### src/design/colour_regs_pkg.sv
package colour_regs_pkg;
  // ----------------------------------------
  // Register byte addresses
  // ----------------------------------------
  localparam logic [7:0] ADDR_WAIT_EXTEND_CONFIG = 8'h0d;
  localparam logic [7:0] ADDR_GAIN_CONTROL = 8'h0f;
  localparam logic [7:0] ADDR_PART_IDENTIFICATION = 8'h12;
  localparam logic [7:0] ADDR_DEVICE_STATUS = 8'h13;
  localparam logic [7:0] ADDR_CHAN_FIRST = 8'h14;
  localparam logic [7:0] ADDR_CHAN_LAST = 8'h1b;

  // ----------------------------------------
  // Field positions
  // ----------------------------------------
  localparam int WAIT_EXTEND_POS = 1;
  localparam int IRQ_FLAG_POS = 4;
  localparam int VALID_FLAG_POS = 0;

  // ----------------------------------------
  // Reset values
  // ----------------------------------------
  localparam logic [7:0] RESET_BYTE = 8'h00;
  localparam logic [1:0] RESET_GAIN = 2'h0;

  // ----------------------------------------
  // Gain encodings and factors
  // ----------------------------------------
  localparam logic [1:0] GAIN_SEL_1X = 2'h0;
  localparam logic [1:0] GAIN_SEL_4X = 2'h1;
  localparam logic [1:0] GAIN_SEL_16X = 2'h2;
  localparam logic [1:0] GAIN_SEL_60X = 2'h3;
  localparam logic [6:0] GAIN_FACTOR_1X = 7'h01;
  localparam logic [6:0] GAIN_FACTOR_4X = 7'h04;
  localparam logic [6:0] GAIN_FACTOR_16X = 7'h10;
  localparam logic [6:0] GAIN_FACTOR_60X = 7'h3c;

  // ----------------------------------------
  // Timing
  // ----------------------------------------
  localparam int unsigned WAIT_STEP_US = 2400;
  localparam int unsigned CLK_MHZ = 200;
  localparam int unsigned WAIT_STEP_CYCLES = WAIT_STEP_US * CLK_MHZ;
  localparam logic [3:0] WAIT_EXTEND_FACTOR = 4'hc;
  localparam logic [8:0] WAIT_STEP_SPAN = 9'h100;

  // ----------------------------------------
  // Persistence
  // ----------------------------------------
  localparam logic [3:0] PERS_LINEAR_LAST = 4'h3;
  localparam logic [5:0] PERS_STRIDE = 6'h05;
endpackage

### src/design/colour_regs.sv
// Summary of operation
// - Extend bit stretches each wait twelvefold
// - Two-bit gain selects 1, 4, 16, 60
// - Fixed read-only part code at 0x12
// - Status at 0x13 ignores host writes
// - Interrupt in bit 4, reserved read zero
// - Valid bit set after integration completes
// - Four 16-bit results at 0x14-0x1b
// - Low read latches high byte into shadow
// - High byte matches low despite updates
// - Wait step 2.4 ms, two's-complement count
// - Clear out of thresholds raises interrupt
`timescale 1ns/100ps
module colour_regs #(
  parameter int unsigned WAIT_STEP_CYCLES = colour_regs_pkg::WAIT_STEP_CYCLES,
  parameter logic [7:0] PART_CODE = 8'h5a // Arbitrary value
) (
  // Clock and reset
  input wire logic clk_in,
  input wire logic nrst_in,
  // Register byte port
  input wire logic [7:0] reg_addr_in,
  input wire logic reg_wr_in,
  input wire logic [7:0] reg_wdata_in,
  input wire logic reg_rd_in,
  output logic [7:0] reg_rdata_out,
  output logic reg_rvalid_out,
  // Measurement engine
  input wire logic colour_enable_in,
  input wire logic integ_done_in,
  input wire logic [15:0] clear_data_in,
  input wire logic [15:0] red_data_in,
  input wire logic [15:0] green_data_in,
  input wire logic [15:0] blue_data_in,
  // Threshold settings
  input wire logic [15:0] low_threshold_in,
  input wire logic [15:0] high_threshold_in,
  input wire logic [3:0] persistence_in,
  input wire logic irq_clear_in,
  // Wait timer
  input wire logic wait_start_in,
  input wire logic [7:0] wait_step_count_in,
  output logic wait_active_out,
  output logic wait_done_out,
  // Analog controls and flags
  output logic wait_extend_bit_out,
  output logic [1:0] analog_gain_select_out,
  output logic [6:0] gain_factor_out,
  output logic clear_threshold_irq_flag_out,
  output logic measurement_valid_flag_out
);

  // ----------------------------------------
  // Helpers
  // ----------------------------------------
  // Gain code to multiplier
  function automatic logic [6:0] gain_factor(input logic [1:0] sel);
    logic [6:0] f;
    f = colour_regs_pkg::GAIN_FACTOR_1X;
    unique case (sel)
      colour_regs_pkg::GAIN_SEL_1X: f = colour_regs_pkg::GAIN_FACTOR_1X;
      colour_regs_pkg::GAIN_SEL_4X: f = colour_regs_pkg::GAIN_FACTOR_4X;
      colour_regs_pkg::GAIN_SEL_16X: f = colour_regs_pkg::GAIN_FACTOR_16X;
      colour_regs_pkg::GAIN_SEL_60X: f = colour_regs_pkg::GAIN_FACTOR_60X;
    endcase
    return f;
  endfunction

  // Persistence code to consecutive count, zero means every result
  function automatic logic [5:0] pers_need(input logic [3:0] p);
    logic [5:0] n;
    n = {2'h0, p};
    if (p > colour_regs_pkg::PERS_LINEAR_LAST) begin
      n = 6'((p - colour_regs_pkg::PERS_LINEAR_LAST) * colour_regs_pkg::PERS_STRIDE);
    end
    return n;
  endfunction

  // Byte write hit on one address
  function automatic logic wr_hit(input logic [7:0] a);
    return reg_wr_in && (reg_addr_in == a);
  endfunction

  // ----------------------------------------
  // Configuration and gain
  // ----------------------------------------
  logic wait_extend_r, wait_extend_nxt; // Stretch bit
  logic [1:0] gain_r, gain_nxt; // Gain select
  logic [6:0] gain_factor_r, gain_factor_nxt; // Decoded multiplier

  // Only meaningful bits stored
  always_comb begin
    wait_extend_nxt = wait_extend_r;
    gain_nxt = gain_r;
    if (wr_hit(colour_regs_pkg::ADDR_WAIT_EXTEND_CONFIG)) begin
      wait_extend_nxt = reg_wdata_in[colour_regs_pkg::WAIT_EXTEND_POS];
    end
    if (wr_hit(colour_regs_pkg::ADDR_GAIN_CONTROL)) begin
      gain_nxt = reg_wdata_in[1:0];
    end
    gain_factor_nxt = gain_factor(gain_nxt);
  end

  always_ff @(posedge clk_in or negedge nrst_in) begin
    if (!nrst_in) begin
      wait_extend_r <= 1'b0;
      gain_r <= colour_regs_pkg::RESET_GAIN;
      gain_factor_r <= colour_regs_pkg::GAIN_FACTOR_1X;
    end else begin
      wait_extend_r <= wait_extend_nxt;
      gain_r <= gain_nxt;
      gain_factor_r <= gain_factor_nxt;
    end
  end

  // ----------------------------------------
  // Wait timer
  // ----------------------------------------
  logic wait_active_r, wait_active_nxt; // Timer running
  logic wait_done_r, wait_done_nxt; // End pulse
  logic [31:0] cyc_r, cyc_nxt; // Cycles within a step slice
  logic [3:0] slice_r, slice_nxt; // Slices within a step
  logic [8:0] steps_r, steps_nxt; // Steps left
  logic extend_lat_r, extend_lat_nxt; // Extend bit frozen at start

  // Nested counters; extend bit sampled at start so a late write
  // cannot leave the wait half stretched
  always_comb begin
    wait_active_nxt = wait_active_r;
    wait_done_nxt = 1'b0;
    cyc_nxt = cyc_r;
    slice_nxt = slice_r;
    steps_nxt = steps_r;
    extend_lat_nxt = extend_lat_r;
    if (!wait_active_r) begin
      if (wait_start_in) begin
        wait_active_nxt = 1'b1;
        steps_nxt = colour_regs_pkg::WAIT_STEP_SPAN - {1'b0, wait_step_count_in};
        cyc_nxt = 32'h0;
        slice_nxt = 4'h0;
        extend_lat_nxt = wait_extend_r;
      end
    end else if (cyc_r == WAIT_STEP_CYCLES - 1) begin
      cyc_nxt = 32'h0;
      if (extend_lat_r && (slice_r != colour_regs_pkg::WAIT_EXTEND_FACTOR - 4'h1)) begin
        slice_nxt = slice_r + 4'h1;
      end else begin
        slice_nxt = 4'h0;
        steps_nxt = steps_r - 9'h1;
        if (steps_r == 9'h1) begin
          wait_active_nxt = 1'b0;
          wait_done_nxt = 1'b1;
        end
      end
    end else begin
      cyc_nxt = cyc_r + 32'h1;
    end
  end

  always_ff @(posedge clk_in or negedge nrst_in) begin
    if (!nrst_in) begin
      wait_active_r <= 1'b0;
      wait_done_r <= 1'b0;
      cyc_r <= 32'h0;
      slice_r <= 4'h0;
      steps_r <= 9'h0;
      extend_lat_r <= 1'b0;
    end else begin
      wait_active_r <= wait_active_nxt;
      wait_done_r <= wait_done_nxt;
      cyc_r <= cyc_nxt;
      slice_r <= slice_nxt;
      steps_r <= steps_nxt;
      extend_lat_r <= extend_lat_nxt;
    end
  end

  // ----------------------------------------
  // Results, status and interrupt
  // ----------------------------------------
  logic [15:0] chan_r [4]; // Clear, red, green, blue
  logic [15:0] chan_nxt [4];
  logic valid_r, valid_nxt; // Measurement valid
  logic irq_r, irq_nxt; // Clear threshold interrupt
  logic [5:0] pers_cnt_r, pers_cnt_nxt; // Consecutive out-of-range count
  logic out_of_range; // Clear result outside window
  logic [5:0] need; // Required consecutive count

  always_comb begin
    for (int i = 0; i < 4; i++) begin
      chan_nxt[i] = chan_r[i];
    end
    valid_nxt = valid_r;
    irq_nxt = irq_r;
    pers_cnt_nxt = pers_cnt_r;
    need = pers_need(persistence_in);
    out_of_range = (clear_data_in < low_threshold_in) || (clear_data_in > high_threshold_in);
    // flags move only on hardware events
    // Clears first so a same-cycle event wins
    if (!colour_enable_in) begin
      valid_nxt = 1'b0;
    end
    if (irq_clear_in) begin
      irq_nxt = 1'b0;
    end
    if (integ_done_in) begin
      chan_nxt[0] = clear_data_in;
      chan_nxt[1] = red_data_in;
      chan_nxt[2] = green_data_in;
      chan_nxt[3] = blue_data_in;
      valid_nxt = 1'b1;
      if (need == 6'h0) begin
        irq_nxt = 1'b1;
      end else if (out_of_range) begin
        if (pers_cnt_r != 6'h3f) begin
          pers_cnt_nxt = pers_cnt_r + 6'h1;
        end
        // Widened so a saturated count cannot wrap to zero
        if (({1'b0, pers_cnt_r} + 7'h1) >= {1'b0, need}) begin
          irq_nxt = 1'b1;
        end
      end else begin
        pers_cnt_nxt = 6'h0;
      end
    end
  end

  always_ff @(posedge clk_in or negedge nrst_in) begin
    if (!nrst_in) begin
      for (int i = 0; i < 4; i++) begin
        chan_r[i] <= 16'h0;
      end
      valid_r <= 1'b0;
      irq_r <= 1'b0;
      pers_cnt_r <= 6'h0;
    end else begin
      for (int i = 0; i < 4; i++) begin
        chan_r[i] <= chan_nxt[i];
      end
      valid_r <= valid_nxt;
      irq_r <= irq_nxt;
      pers_cnt_r <= pers_cnt_nxt;
    end
  end

  // ----------------------------------------
  // Read port and shadow byte
  // ----------------------------------------
  logic [7:0] rdata_r, rdata_nxt; // Read byte
  logic rvalid_r, rvalid_nxt; // Read answer strobe
  logic [7:0] shadow_r, shadow_nxt; // Latched upper byte
  logic chan_hit; // Address in result window
  logic [1:0] chan_idx; // Channel selected

  // Shared shadow: only one word may be in flight at a time
  always_comb begin
    rdata_nxt = rdata_r;
    rvalid_nxt = reg_rd_in;
    shadow_nxt = shadow_r;
    chan_hit = (reg_addr_in >= colour_regs_pkg::ADDR_CHAN_FIRST) && (reg_addr_in <= colour_regs_pkg::ADDR_CHAN_LAST);
    chan_idx = 2'((reg_addr_in - colour_regs_pkg::ADDR_CHAN_FIRST) >> 1);
    if (reg_rd_in) begin
      rdata_nxt = colour_regs_pkg::RESET_BYTE;
      if (chan_hit) begin
        if (!reg_addr_in[0]) begin
          rdata_nxt = chan_r[chan_idx][7:0];
          shadow_nxt = chan_r[chan_idx][15:8];
        end else begin
          rdata_nxt = shadow_r;
        end
      end else if (reg_addr_in == colour_regs_pkg::ADDR_WAIT_EXTEND_CONFIG) begin
        rdata_nxt[colour_regs_pkg::WAIT_EXTEND_POS] = wait_extend_r;
      end else if (reg_addr_in == colour_regs_pkg::ADDR_GAIN_CONTROL) begin
        rdata_nxt[1:0] = gain_r;
      end else if (reg_addr_in == colour_regs_pkg::ADDR_PART_IDENTIFICATION) begin
        rdata_nxt = PART_CODE;
      end else if (reg_addr_in == colour_regs_pkg::ADDR_DEVICE_STATUS) begin
        rdata_nxt[colour_regs_pkg::IRQ_FLAG_POS] = irq_r;
        rdata_nxt[colour_regs_pkg::VALID_FLAG_POS] = valid_r;
      end
    end
  end

  always_ff @(posedge clk_in or negedge nrst_in) begin
    if (!nrst_in) begin
      rdata_r <= colour_regs_pkg::RESET_BYTE;
      rvalid_r <= 1'b0;
      shadow_r <= colour_regs_pkg::RESET_BYTE;
    end else begin
      rdata_r <= rdata_nxt;
      rvalid_r <= rvalid_nxt;
      shadow_r <= shadow_nxt;
    end
  end

  // ----------------------------------------
  // Outputs
  // ----------------------------------------
  assign reg_rdata_out = rdata_r;
  assign reg_rvalid_out = rvalid_r;
  assign wait_active_out = wait_active_r;
  assign wait_done_out = wait_done_r;
  assign wait_extend_bit_out = wait_extend_r;
  assign analog_gain_select_out = gain_r;
  assign gain_factor_out = gain_factor_r;
  assign clear_threshold_irq_flag_out = irq_r;
  assign measurement_valid_flag_out = valid_r;

  // ----------------------------------------
  // Checks
  // ----------------------------------------
  logic [31:0] wait_elapsed_r; // Cycles since wait start
  logic [31:0] wait_expect_r; // Expected wait length
  always_ff @(posedge clk_in or negedge nrst_in) begin
    if (!nrst_in) begin
      wait_elapsed_r <= 32'h0;
      wait_expect_r <= 32'h0;
    end else if (!wait_active_r && wait_start_in) begin
      wait_elapsed_r <= 32'h0;
      wait_expect_r <= 32'((colour_regs_pkg::WAIT_STEP_SPAN - {1'b0, wait_step_count_in}) * WAIT_STEP_CYCLES
                       * (wait_extend_r ? 32'd12 : 32'd1));
    end else if (wait_active_r) begin
      wait_elapsed_r <= wait_elapsed_r + 32'h1;
    end
  end

  a_wait_length: assert property (@(posedge clk_in) disable iff (!nrst_in)
    wait_done_r |-> (wait_elapsed_r == wait_expect_r)) else $error("Wait length wrong");
  a_gain_map: assert property (@(posedge clk_in) disable iff (!nrst_in)
    $changed(gain_r) |-> ((gain_r == 2'h3) == (gain_factor_r == 7'h3c)) && ((gain_r == 2'h0) == (gain_factor_r == 7'h01)))
    else $error("Gain factor mismatch");
  a_id_read: assert property (@(posedge clk_in) disable iff (!nrst_in)
    (reg_rd_in && reg_addr_in == 8'h12) |=> (reg_rvalid_out && reg_rdata_out == PART_CODE)) else $error("Bad part code");
  a_status_ro: assert property (@(posedge clk_in) disable iff (!nrst_in)
    (reg_wr_in && reg_addr_in == colour_regs_pkg::ADDR_DEVICE_STATUS && !integ_done_in && colour_enable_in
      && !irq_clear_in) |=> ($stable(valid_r) && $stable(irq_r)))
    else $error("Status changed by write");
  a_status_layout: assert property (@(posedge clk_in) disable iff (!nrst_in)
    (reg_rd_in && reg_addr_in == 8'h13) |=> (reg_rdata_out[7:5] == 3'h0 && reg_rdata_out[3:1] == 3'h0
      && reg_rdata_out[4] == $past(irq_r) && reg_rdata_out[0] == $past(valid_r))) else $error("Status layout wrong");
  a_valid_set: assert property (@(posedge clk_in) disable iff (!nrst_in)
    integ_done_in |=> valid_r) else $error("Valid not set");
  a_shadow_latch: assert property (@(posedge clk_in) disable iff (!nrst_in)
    (reg_rd_in && reg_addr_in == 8'h14) |=> (shadow_r == $past(chan_r[0][15:8]) && reg_rdata_out == $past(chan_r[0][7:0])))
    else $error("Shadow not latched");
  a_high_coherent: assert property (@(posedge clk_in) disable iff (!nrst_in)
    (reg_rd_in && reg_addr_in == 8'h1b) |=> (reg_rdata_out == $past(shadow_r))) else $error("High byte incoherent");
  a_irq_raise: assert property (@(posedge clk_in) disable iff (!nrst_in)
    (integ_done_in && persistence_in == 4'h1 && clear_data_in < low_threshold_in) |=> irq_r)
    else $error("Interrupt not raised");

endmodule

### config.mk
export PLATFORM = sky130hd
export DESIGN_NAME = colour_regs
export DESIGN_NICKNAME = d
export VERILOG_FILES = /design/src/design/colour_regs_pkg.sv /design/src/design/colour_regs.sv
export SDC_FILE = /design/constraint.sdc
export NUM_CORES = 1
export LEC_CHECK = 0
export BUFFER_PORTS_ARGS = -buffer_cell sky130_fd_sc_hd__buf_2
export CAP_MARGIN = 20
export CORE_ASPECT_RATIO = 0.9
export CORE_MARGIN = 2
export CORE_UTILIZATION = 40
export CTS_CLUSTER_DIAMETER = 80
export DETAILED_ROUTE_END_ITERATION = 7
export PLACE_DENSITY = 0.59
export SYNTH_ARGS = -nofsm -noshare
export SYNTH_HDL_FRONTEND = slang
export SYNTH_SLANG_ARGS = --single-unit
### constraint.sdc
create_clock -name clk_in -period 3.3 [get_ports clk_in]
set_input_delay 0.99 -clock clk_in [delete_from_list [all_inputs] [get_ports clk_in]]
set_output_delay 0.99 -clock clk_in [all_outputs]
set_load 0.01 [all_outputs]
==> results of run 1 <==
==> cell families (layout without fill, tap and decap cells) <==
family,Yosys count,after routing,synth area share [%]
buffers and inverters,94,263,4.56
other,1,3,0.0456
muxes,99,99,15.6
AOI/OAI and AO/OA,181,181,13.7
xor gates and xnor gates,16,16,1.87
and+or+nand+nor,215,215,13.4
DFF,142,142,43.2
adders and majority gates,49,49,7.55
==> per-stage QoR <==
| stage | std cells | TNS [ns] | instance area [µm²] |
|---|---|---|---|
| after CTS | 1221 | 0 | 10000 |
| after global routing | 1223 | -0.204 | 10200 |
| after detailed placement | 1189 | -3.53 | 9400 |
| after floorplan | 798 | -1.35 | 8300 |
| after global placement | 1189 | -3.11 | 9400 |
| final | 1223 | -0.0345 | 10200 |
==> worst paths after layout <==
| path | from | end | slack [ns] | cells after the start |
|---|---|---|---|---|
| worst max-delay path | persistence_in[0] | clear_threshold_irq_flag_out | -0.03 | 16 |
| worst min-delay path | cyc_r[31] | cyc_r[31] | 0.49 | 1 |
| worst max register to register | cyc_r[0] | cyc_r[11] | 0.60 | 8 |
| worst min register to register | cyc_r[31] | cyc_r[31] | 0.49 | 1 |
| max in group asynchronous | nrst_in | chan_r[32] | 2.05 | 2 |
| min in group asynchronous | nrst_in | cyc_r[30] | 0.51 | 1 |
==> layout by cell type (no fill, tap or decap), types with 6 or more instances in the layout <==
master,count
nor3_1,12
o21ai_0,64
buf_2,142
buf_4,27
nand2b_1,6
and3_1,15
inv_1,53
and2_1,8
a21o_1,9
mux4_2,16
mux2i_1,8
xor2_1,10
mux2_2,75
ha_1,42
nand3_1,34
dfrtp_1,141
o22ai_1,8
nor2_1,49
a31oi_1,13
a211oi_1,6
clkbuf_16,17
a21oi_1,31
ha_4,6
o31ai_1,9
nand2_1,45
nand4_1,15
==> critical path: cells and delay by family <==
family | cells | cell delay (ns)
AOI/OAI and AO/OA | 5 | 0.61
xor gates and xnor gates | 2 | 0.40
adders and majority gates | 4 | 0.96
buffers and inverters | 3 | 0.26
and+or+nand+nor | 2 | 0.42
==> report_power, final <==
part | switching [mW] | internal [mW] | total [mW]
combinational | 0.434 | 0.471 | 0.905
clock | 0.737 | 1.24 | 1.98
sequential | 0.193 | 1.96 | 2.16
total | 1.36 | 3.68 | 5.04
==> state kept, by name, summed over array words and instances (netlist names) <==
register / count
chan_r: 64
cyc_r: 32
steps_r: 9
reg_rdata_out: 8
shadow_r: 8
pers_cnt_r: 6
gain_factor_out: 4
slice_r: 4
clear_threshold_irq_flag_out: 1
extend_lat_r: 1
measurement_valid_flag_out: 1
reg_rvalid_out: 1
wait_active_out: 1
wait_done_out: 1
wait_extend_bit_out: 1
==> routing by layer <==
metal | wire, µm | share of wire [%] | global-route usage, %
met1 | 9880 | 48 | 27.4
met2 | 9360 | 46 | 29.9
met3 | 931 | 4.6 | 4.98
met4 | 220 | 1.1 | 5.02
met5 | 13 | 0.064 | 0
==> timing repair <==
action | in CTS | in global routing
endpoints found under the setup margin | 7 | 7
cloned | 0 | 0
pin swaps | 7 | 16
hold endpoints to repair | 0 | 0
buffers inserted | 0 | 1
resized for setup | 5 | 21
==> layout make-up <==
type / instances / area, µm²
Timing Repair Buffer: 177 / 1020
Inverter: 54 / 203
Sequential cell: 142 / 3550
Clock buffer: 21 / 470
Fill cell: 1834 / 9890
Antenna cell: 1 / 2.50
Multi-Input combinational cell: 562 / 4440
Tap cell: 255 / 319
Clock inverter: 11 / 139
==> metrics.md, run 1 <==
| Metric | Value |
|---|---|
| Drt wl/cell | `16.7 µm` |
| Initial Util | `41.0%` |
| Worst path arrival time | `3.64 ns` |
| Clock latency on the worst-skew pair | `0.43 ns` |
| Core outline area | `0.0200 mm²` |
| CP most frequent cell | `ha_4` |
| DRC Markers | `0` |
| HP Class | `register to register` |
| Fin crit share | `101%` |
| CTS tree | `done` |
| Drt total wl | `20,400 µm` |
| Layout cells sized above 1 | `33.4%` |
| Die width | `155 µm` |
| Post-synth cell types | `61` |
| Row cnt | `49` |
| Area leader, netlist | `dfrtp_1` |
| DR iter-0 viols | `303` |
| Top cells by area, synth | `dfrtp_1 43%, mux2_2 10%, ha_1 7.3%, mux4_2 4.4%, o21ai_0 4.1%` |
| Clk root buf | `clkbuf_16` |
| Tot GR Track Use | `19.4%` |
| Top cell type's share of synthesized area | `42.9%` |
| Clk sinks | `142` |
| Pwr/cell area | `496 mW/mm²` |
| Flops & latches, synth | `142` |
| Initial antenna violation count | `2` |
| Critical path type | `input pin to register` |
| Final Setup Violations | `1` |
| Failing checks | `negative setup slack` |
| Max-cap violations | `0` |
| Slew @ Worst Pin | `0.685 ns` |
| Cts hold-fix bufs | `0` |
| Seq/Total Area, Yosys | `43.2%` |
| Die height | `140 µm` |
| Worst vdd ir | `0.000426 V` |
| Post-synth EDFFs | `0` |
| Total CTS buffers | `17` |
| CTS H-tree lvls | `4` |
| Worst setup margin | `-0.0345 ns` |
| Hold violation total from the final report | `0` |
| Worst Skew | `0.00681 ns` |
| Asr flop ratio synth | `100%` |
| Synth-to-layout area growth | `23.5%` |
| Crit path time final | `3.33 ns` |
| First-pass DRT Iterations | `4` |
| Most common cell in the netlist | `dfrtp_1` |
| Slowest stage delay, CP | `0.40 ns` |
| # IOs | `155` |
| CP Cell Sequence | `buf_8 > a21oi_4 > xor2_1 > ha_4 > ha_4 > inv_2 > fa_2 > xnor2_2 > or3b_4 > o211ai_1 > inv_1 > ha_4 > a21oi_2 > nand2_1 > o21ai_1 > o21ai_1` |
| WHS | `0.494 ns` |
| Gr ovfl total | `0` |
| Leakage dissipation | `4.66 nW` |
| Post-synthesis cell area | `0.00822 mm²` |
| Port bufs | `146` |
| CP Max Fanout | `4` |
| Fin util | `50.7%` |
| Antenna-violating nets left | `0` |
| Max_slew headroom | `54.2%` |
| Most common flop cell mapped by yosys | `dfrtp_1` |
| Routed vias | `6,568` |
| First-pass GRT wire length | `33,100 µm` |
| Gate Count Post-Synth | `797` |
| Maximum root-to-sink buffer count | `2` |
| Number of global-route vias before repair | `6,300` |
| Syn. warnings | `0` |
| CP Capture Type | `register` |
| Clock slew at reported path FFs | `0.06 ns` |
| Largest net degree at the start of global routing | `61` |
| Status | `finished with violations` |
| Max-slew violations | `0` |
| Gpl congestion | `0.851` |
| Dpl ws | `-0.588 ns` |
| Vias per cell | `5.37` |
| Die area | `0.0217 mm²` |
| Critical Path Start Type | `input pin` |
| WP data required | `3.60 ns` |
| RSZ-0062 raised after global routing | `true` |
| Final net count | `1,135` |
| Critical-path cell with the highest stage delay | `fa_2` |
| Commonest cells in the synthesized netlist | `141 x dfrtp_1, 75 x mux2_2, 67 x o21ai_0` |
| DP Wirelength | `15,400 µm` |
| Total Power | `5.04 mW` |
| Avg Cell Area, Syn | `10.3 µm²` |
| Max Clock Freq | `300 MHz` |
Power figures use the tool's default switching activity.
==> run 2, diff against run 1 <==
--- a/config.mk
+++ b/config.mk
@@ -7,12 +7,14 @@
 export LEC_CHECK = 0
 export BUFFER_PORTS_ARGS = -buffer_cell sky130_fd_sc_hd__buf_2
 export CAP_MARGIN = 20
+export CELL_PAD_IN_SITES_DETAIL_PLACEMENT = 1
+export CELL_PAD_IN_SITES_GLOBAL_PLACEMENT = 2
 export CORE_ASPECT_RATIO = 0.9
 export CORE_MARGIN = 2
-export CORE_UTILIZATION = 40
+export CORE_UTILIZATION = 36
 export CTS_CLUSTER_DIAMETER = 80
 export DETAILED_ROUTE_END_ITERATION = 7
-export PLACE_DENSITY = 0.59
+export PLACE_DENSITY = 0.79
 export SYNTH_ARGS = -nofsm -noshare
 export SYNTH_HDL_FRONTEND = slang
 export SYNTH_SLANG_ARGS = --single-unit
==> run 2 against run 1 <==
Sequential power hardly changed. The flow still finishes with violations (negative setup slack). Final area increased by 0.84%. Worst setup slack got worse by 0.0076 ns. Total power rose by 0.54%. Hold slack improved by 0.0097 ns. Cell count is 3.4% higher. Utilization shrank 5.0 points. Die area is 11% higher. Via count rose by 1.8%. Largest power group unchanged. Clock skew increased by 0.0046 ns.
==> metrics.md, run 2 (synthesis gave the netlist of run 1 again) <==
| Metric | Value |
|---|---|
| # IOs | `155 (unchanged)` |
| Core outline area | `0.0224 mm² (+12%)` |
| Setup TNS | `-0.0784 ns (-0.0439 ns)` |
| CP Cell Sequence | `buf_8 > a21oi_4 > xor2_2 > ha_4 > ha_4 > inv_2 > fa_2 > xnor2_2 > or3b_4 > o211ai_1 > inv_1 > ha_4 > a21oi_2 > nand2_1 > o21ai_2 > o21ai_1` |
| Dpl cell area | `0.00945 mm² (+0.45%)` |
| Initial antenna violation count | `1 (-1)` |
| Row cnt | `52 (+6.1%)` |
| Final instance area | `0.0102 mm² (+0.84%)` |
| DR iter-0 viols | `325 (+7.3%)` |
| Final net count | `1,135 (unchanged)` |
| Max-slew violations | `0 (unchanged)` |
| CTS H-tree lvls | `4 (unchanged)` |
| Leakage dissipation | `4.67 nW (+0.18%)` |
| Drt wl/cell | `18.0 µm (+8.0%)` |
| Critical Path Start Type | `input pin` |
| Max_slew headroom | `53.8% (-0.43 points)` |
| Filler Cell Count | `2,551 (+39%)` |
| Vias per cell | `5.28 (-1.6%)` |
| Slowest stage delay, CP | `0.40 ns (about the same)` |
| Worst setup margin | `-0.0421 ns (-0.00764 ns)` |
| Worst Skew | `0.0115 ns (+0.00465 ns)` |
| Hold violation total from the final report | `0 (unchanged)` |
| Fin cells | `1,265 (+3.4%)` |
| Failing checks | `negative setup slack` |
| Antenna-violating nets left | `0 (unchanged)` |
| Crit path time final | `3.34 ns (+0.00764 ns)` |
| Clk root buf | `clkbuf_16` |
| Clock latency on the worst-skew pair | `0.44 ns (about the same)` |
| Status | `finished with violations` |
| Die height | `147 µm (+5.3%)` |
| Cells after DPL | `1,228 (+3.3%)` |
| Maximum root-to-sink buffer count | `2 (unchanged)` |
| WP data required | `3.62 ns (+0.02 ns)` |
| Tot GR Track Use | `19.8% (+0.38 points)` |
| Synth-to-layout area growth | `24.6%` |
| Worst R2R Start | `cyc_r[0]` |
| Critical-path cell with the highest stage delay | `or3b_4` |
| Gpl congestion | `0.772 (-9.3%)` |
| Multi-input gate area in the final layout | `0.00446 mm² (+0.37%)` |
| Max Clock Freq | `299 MHz (-0.23%)` |
| Die width | `163 µm (+5.3%)` |
| Pwr/cell area | `495 mW/mm² (-0.29%)` |
| Clk sinks | `142 (unchanged)` |
| Clock slew at reported path FFs | `0.07 ns (about the same)` |
| HP Class | `input pin to async pin` |
| Worst vdd ir | `0.000298 V (-30%)` |
| Layout cells sized above 1 | `34.0% (+0.62 points)` |
| First-pass GRT wire length | `37,500 µm (+13%)` |
| Worst path arrival time | `3.66 ns (+0.02 ns)` |
| CTS tree | `done` |
| Slew @ Worst Pin | `0.684 ns (-0.000668 ns)` |
| Largest register FFs | `64 (unchanged)` |
| Drt total wl | `22,800 µm (+12%)` |
| CP most frequent cell | `ha_4` |
| Final Setup Violations | `4 (+3)` |
| Biggest regs | `chan_r x64, cyc_r x32, steps_r x9` |
| DRC Markers | `0 (unchanged)` |
| Fin crit share | `101% (+0.23 points)` |
| Port bufs | `146 (unchanged)` |
| Gr ovfl total | `0 (unchanged)` |
| First-pass DRT Iterations | `4 (unchanged)` |
| Largest Register | `chan_r` |
| RSZ-0062 raised after global routing | `true` |
| Routed vias | `6,684 (+1.8%)` |
| Max-cap violations | `0 (unchanged)` |
| Critical path type | `input pin to register` |
| CP Capture Type | `register` |
| Most common cell after layout, fill and taps aside | `buf_2` |
| Worst Setup SP | `persistence_in[0]` |
| Total CTS buffers | `17 (unchanged)` |
| Register Area | `0.00355 mm² (unchanged)` |
| CP Max Fanout | `3 (-1)` |
| Largest net degree at the start of global routing | `54 (-11%)` |
| DP Wirelength | `17,000 µm (+10%)` |
| Die area | `0.0241 mm² (+11%)` |
| Number of global-route vias before repair | `7,004 (+11%)` |
| Initial Util | `36.6% (-4.4 points)` |
| Commonest non-fill, non-tap cells in the layout | `142 x buf_2, 141 x dfrtp_1, 75 x mux2_2` |
-- run 2: layout make-up --
type                            instances  area share (%)
Multi-Input combinational cell        562            43.6
Sequential cell                       142            34.7
Timing Repair Buffer                  177            10.2
Clock buffer                           17            4.15
Tap cell                              297            3.63
Inverter                               54            1.98
Clock inverter                         15            1.80
Antenna cell                            1          0.0244
-- run 2: metal layers --
layer / share of wire [%] / vias to the layer above / track usage [%]
met1: 49 / 3315 / 28.3
met3: 3.7 / 16 / 3.62
met2: 46 / 109 / 31.3
met5: 0 / - / 0
met4: 1.2 / 0 / 4.73
li1: - / 3244 / -
-- run 2: repair_timing --
| item | CTS | global route |
|---|---|---|
| endpoints found under the setup margin | 5 | 7 |
| cloned | 0 | 0 |
| hold buffers | 0 | 0 |
| pin swaps | 6 | 22 |
| endpoints found under the hold margin | 0 | 0 |
| setup buffers | 1 | 3 |
| gates resized for setup | 5 | 26 |
-- run 2: report_power, final --
| group | total [mW] | internal [mW] | switching [mW] |
|---|---|---|---|
| logic | 0.950 | 0.484 | 0.466 |
| registers | 2.17 | 1.96 | 0.205 |
| clock network | 1.95 | 1.03 | 0.921 |
-- run 2: worst max-delay path, delay by kind of cell --
| family | cells | cell delay (ns) |
|---|---|---|
| simple gates | 2 | 0.47 |
| buf+inv | 3 | 0.25 |
| xor+xnor | 2 | 0.27 |
| compound gates | 5 | 0.64 |
| fa+ha+maj | 4 | 1.04 |
-- run 2: final timing paths --
path	endpoint	cells after the start	slack (ns)
min in group clk_in	chan_r[2]	1	0.51
max in group asynchronous	gain_factor_out[0]	2	2.12
worst min register to register	chan_r[2]	1	0.51
worst max-delay path	clear_threshold_irq_flag_out	16	-0.04
worst max register to register	steps_r[7]	6	0.60
worst min-delay path	cyc_r[29]	1	0.50
-- run 2: per-stage QoR --
stage	hold WS (ns)	total power, mW	utilization [%]	worst slack [ns]
4_1_cts	0.512	5.07	45.0	0.0219
5_1_grt	0.521	5.34	45.6	-0.160
6_report	0.504	5.07	45.6	-0.0421
3_3_place_gp	0.478	3.05	42.1	-0.586
3_5_place_dp	0.494	3.09	42.1	-0.681
2_1_floorplan	0.452	2.71	-	-0.379
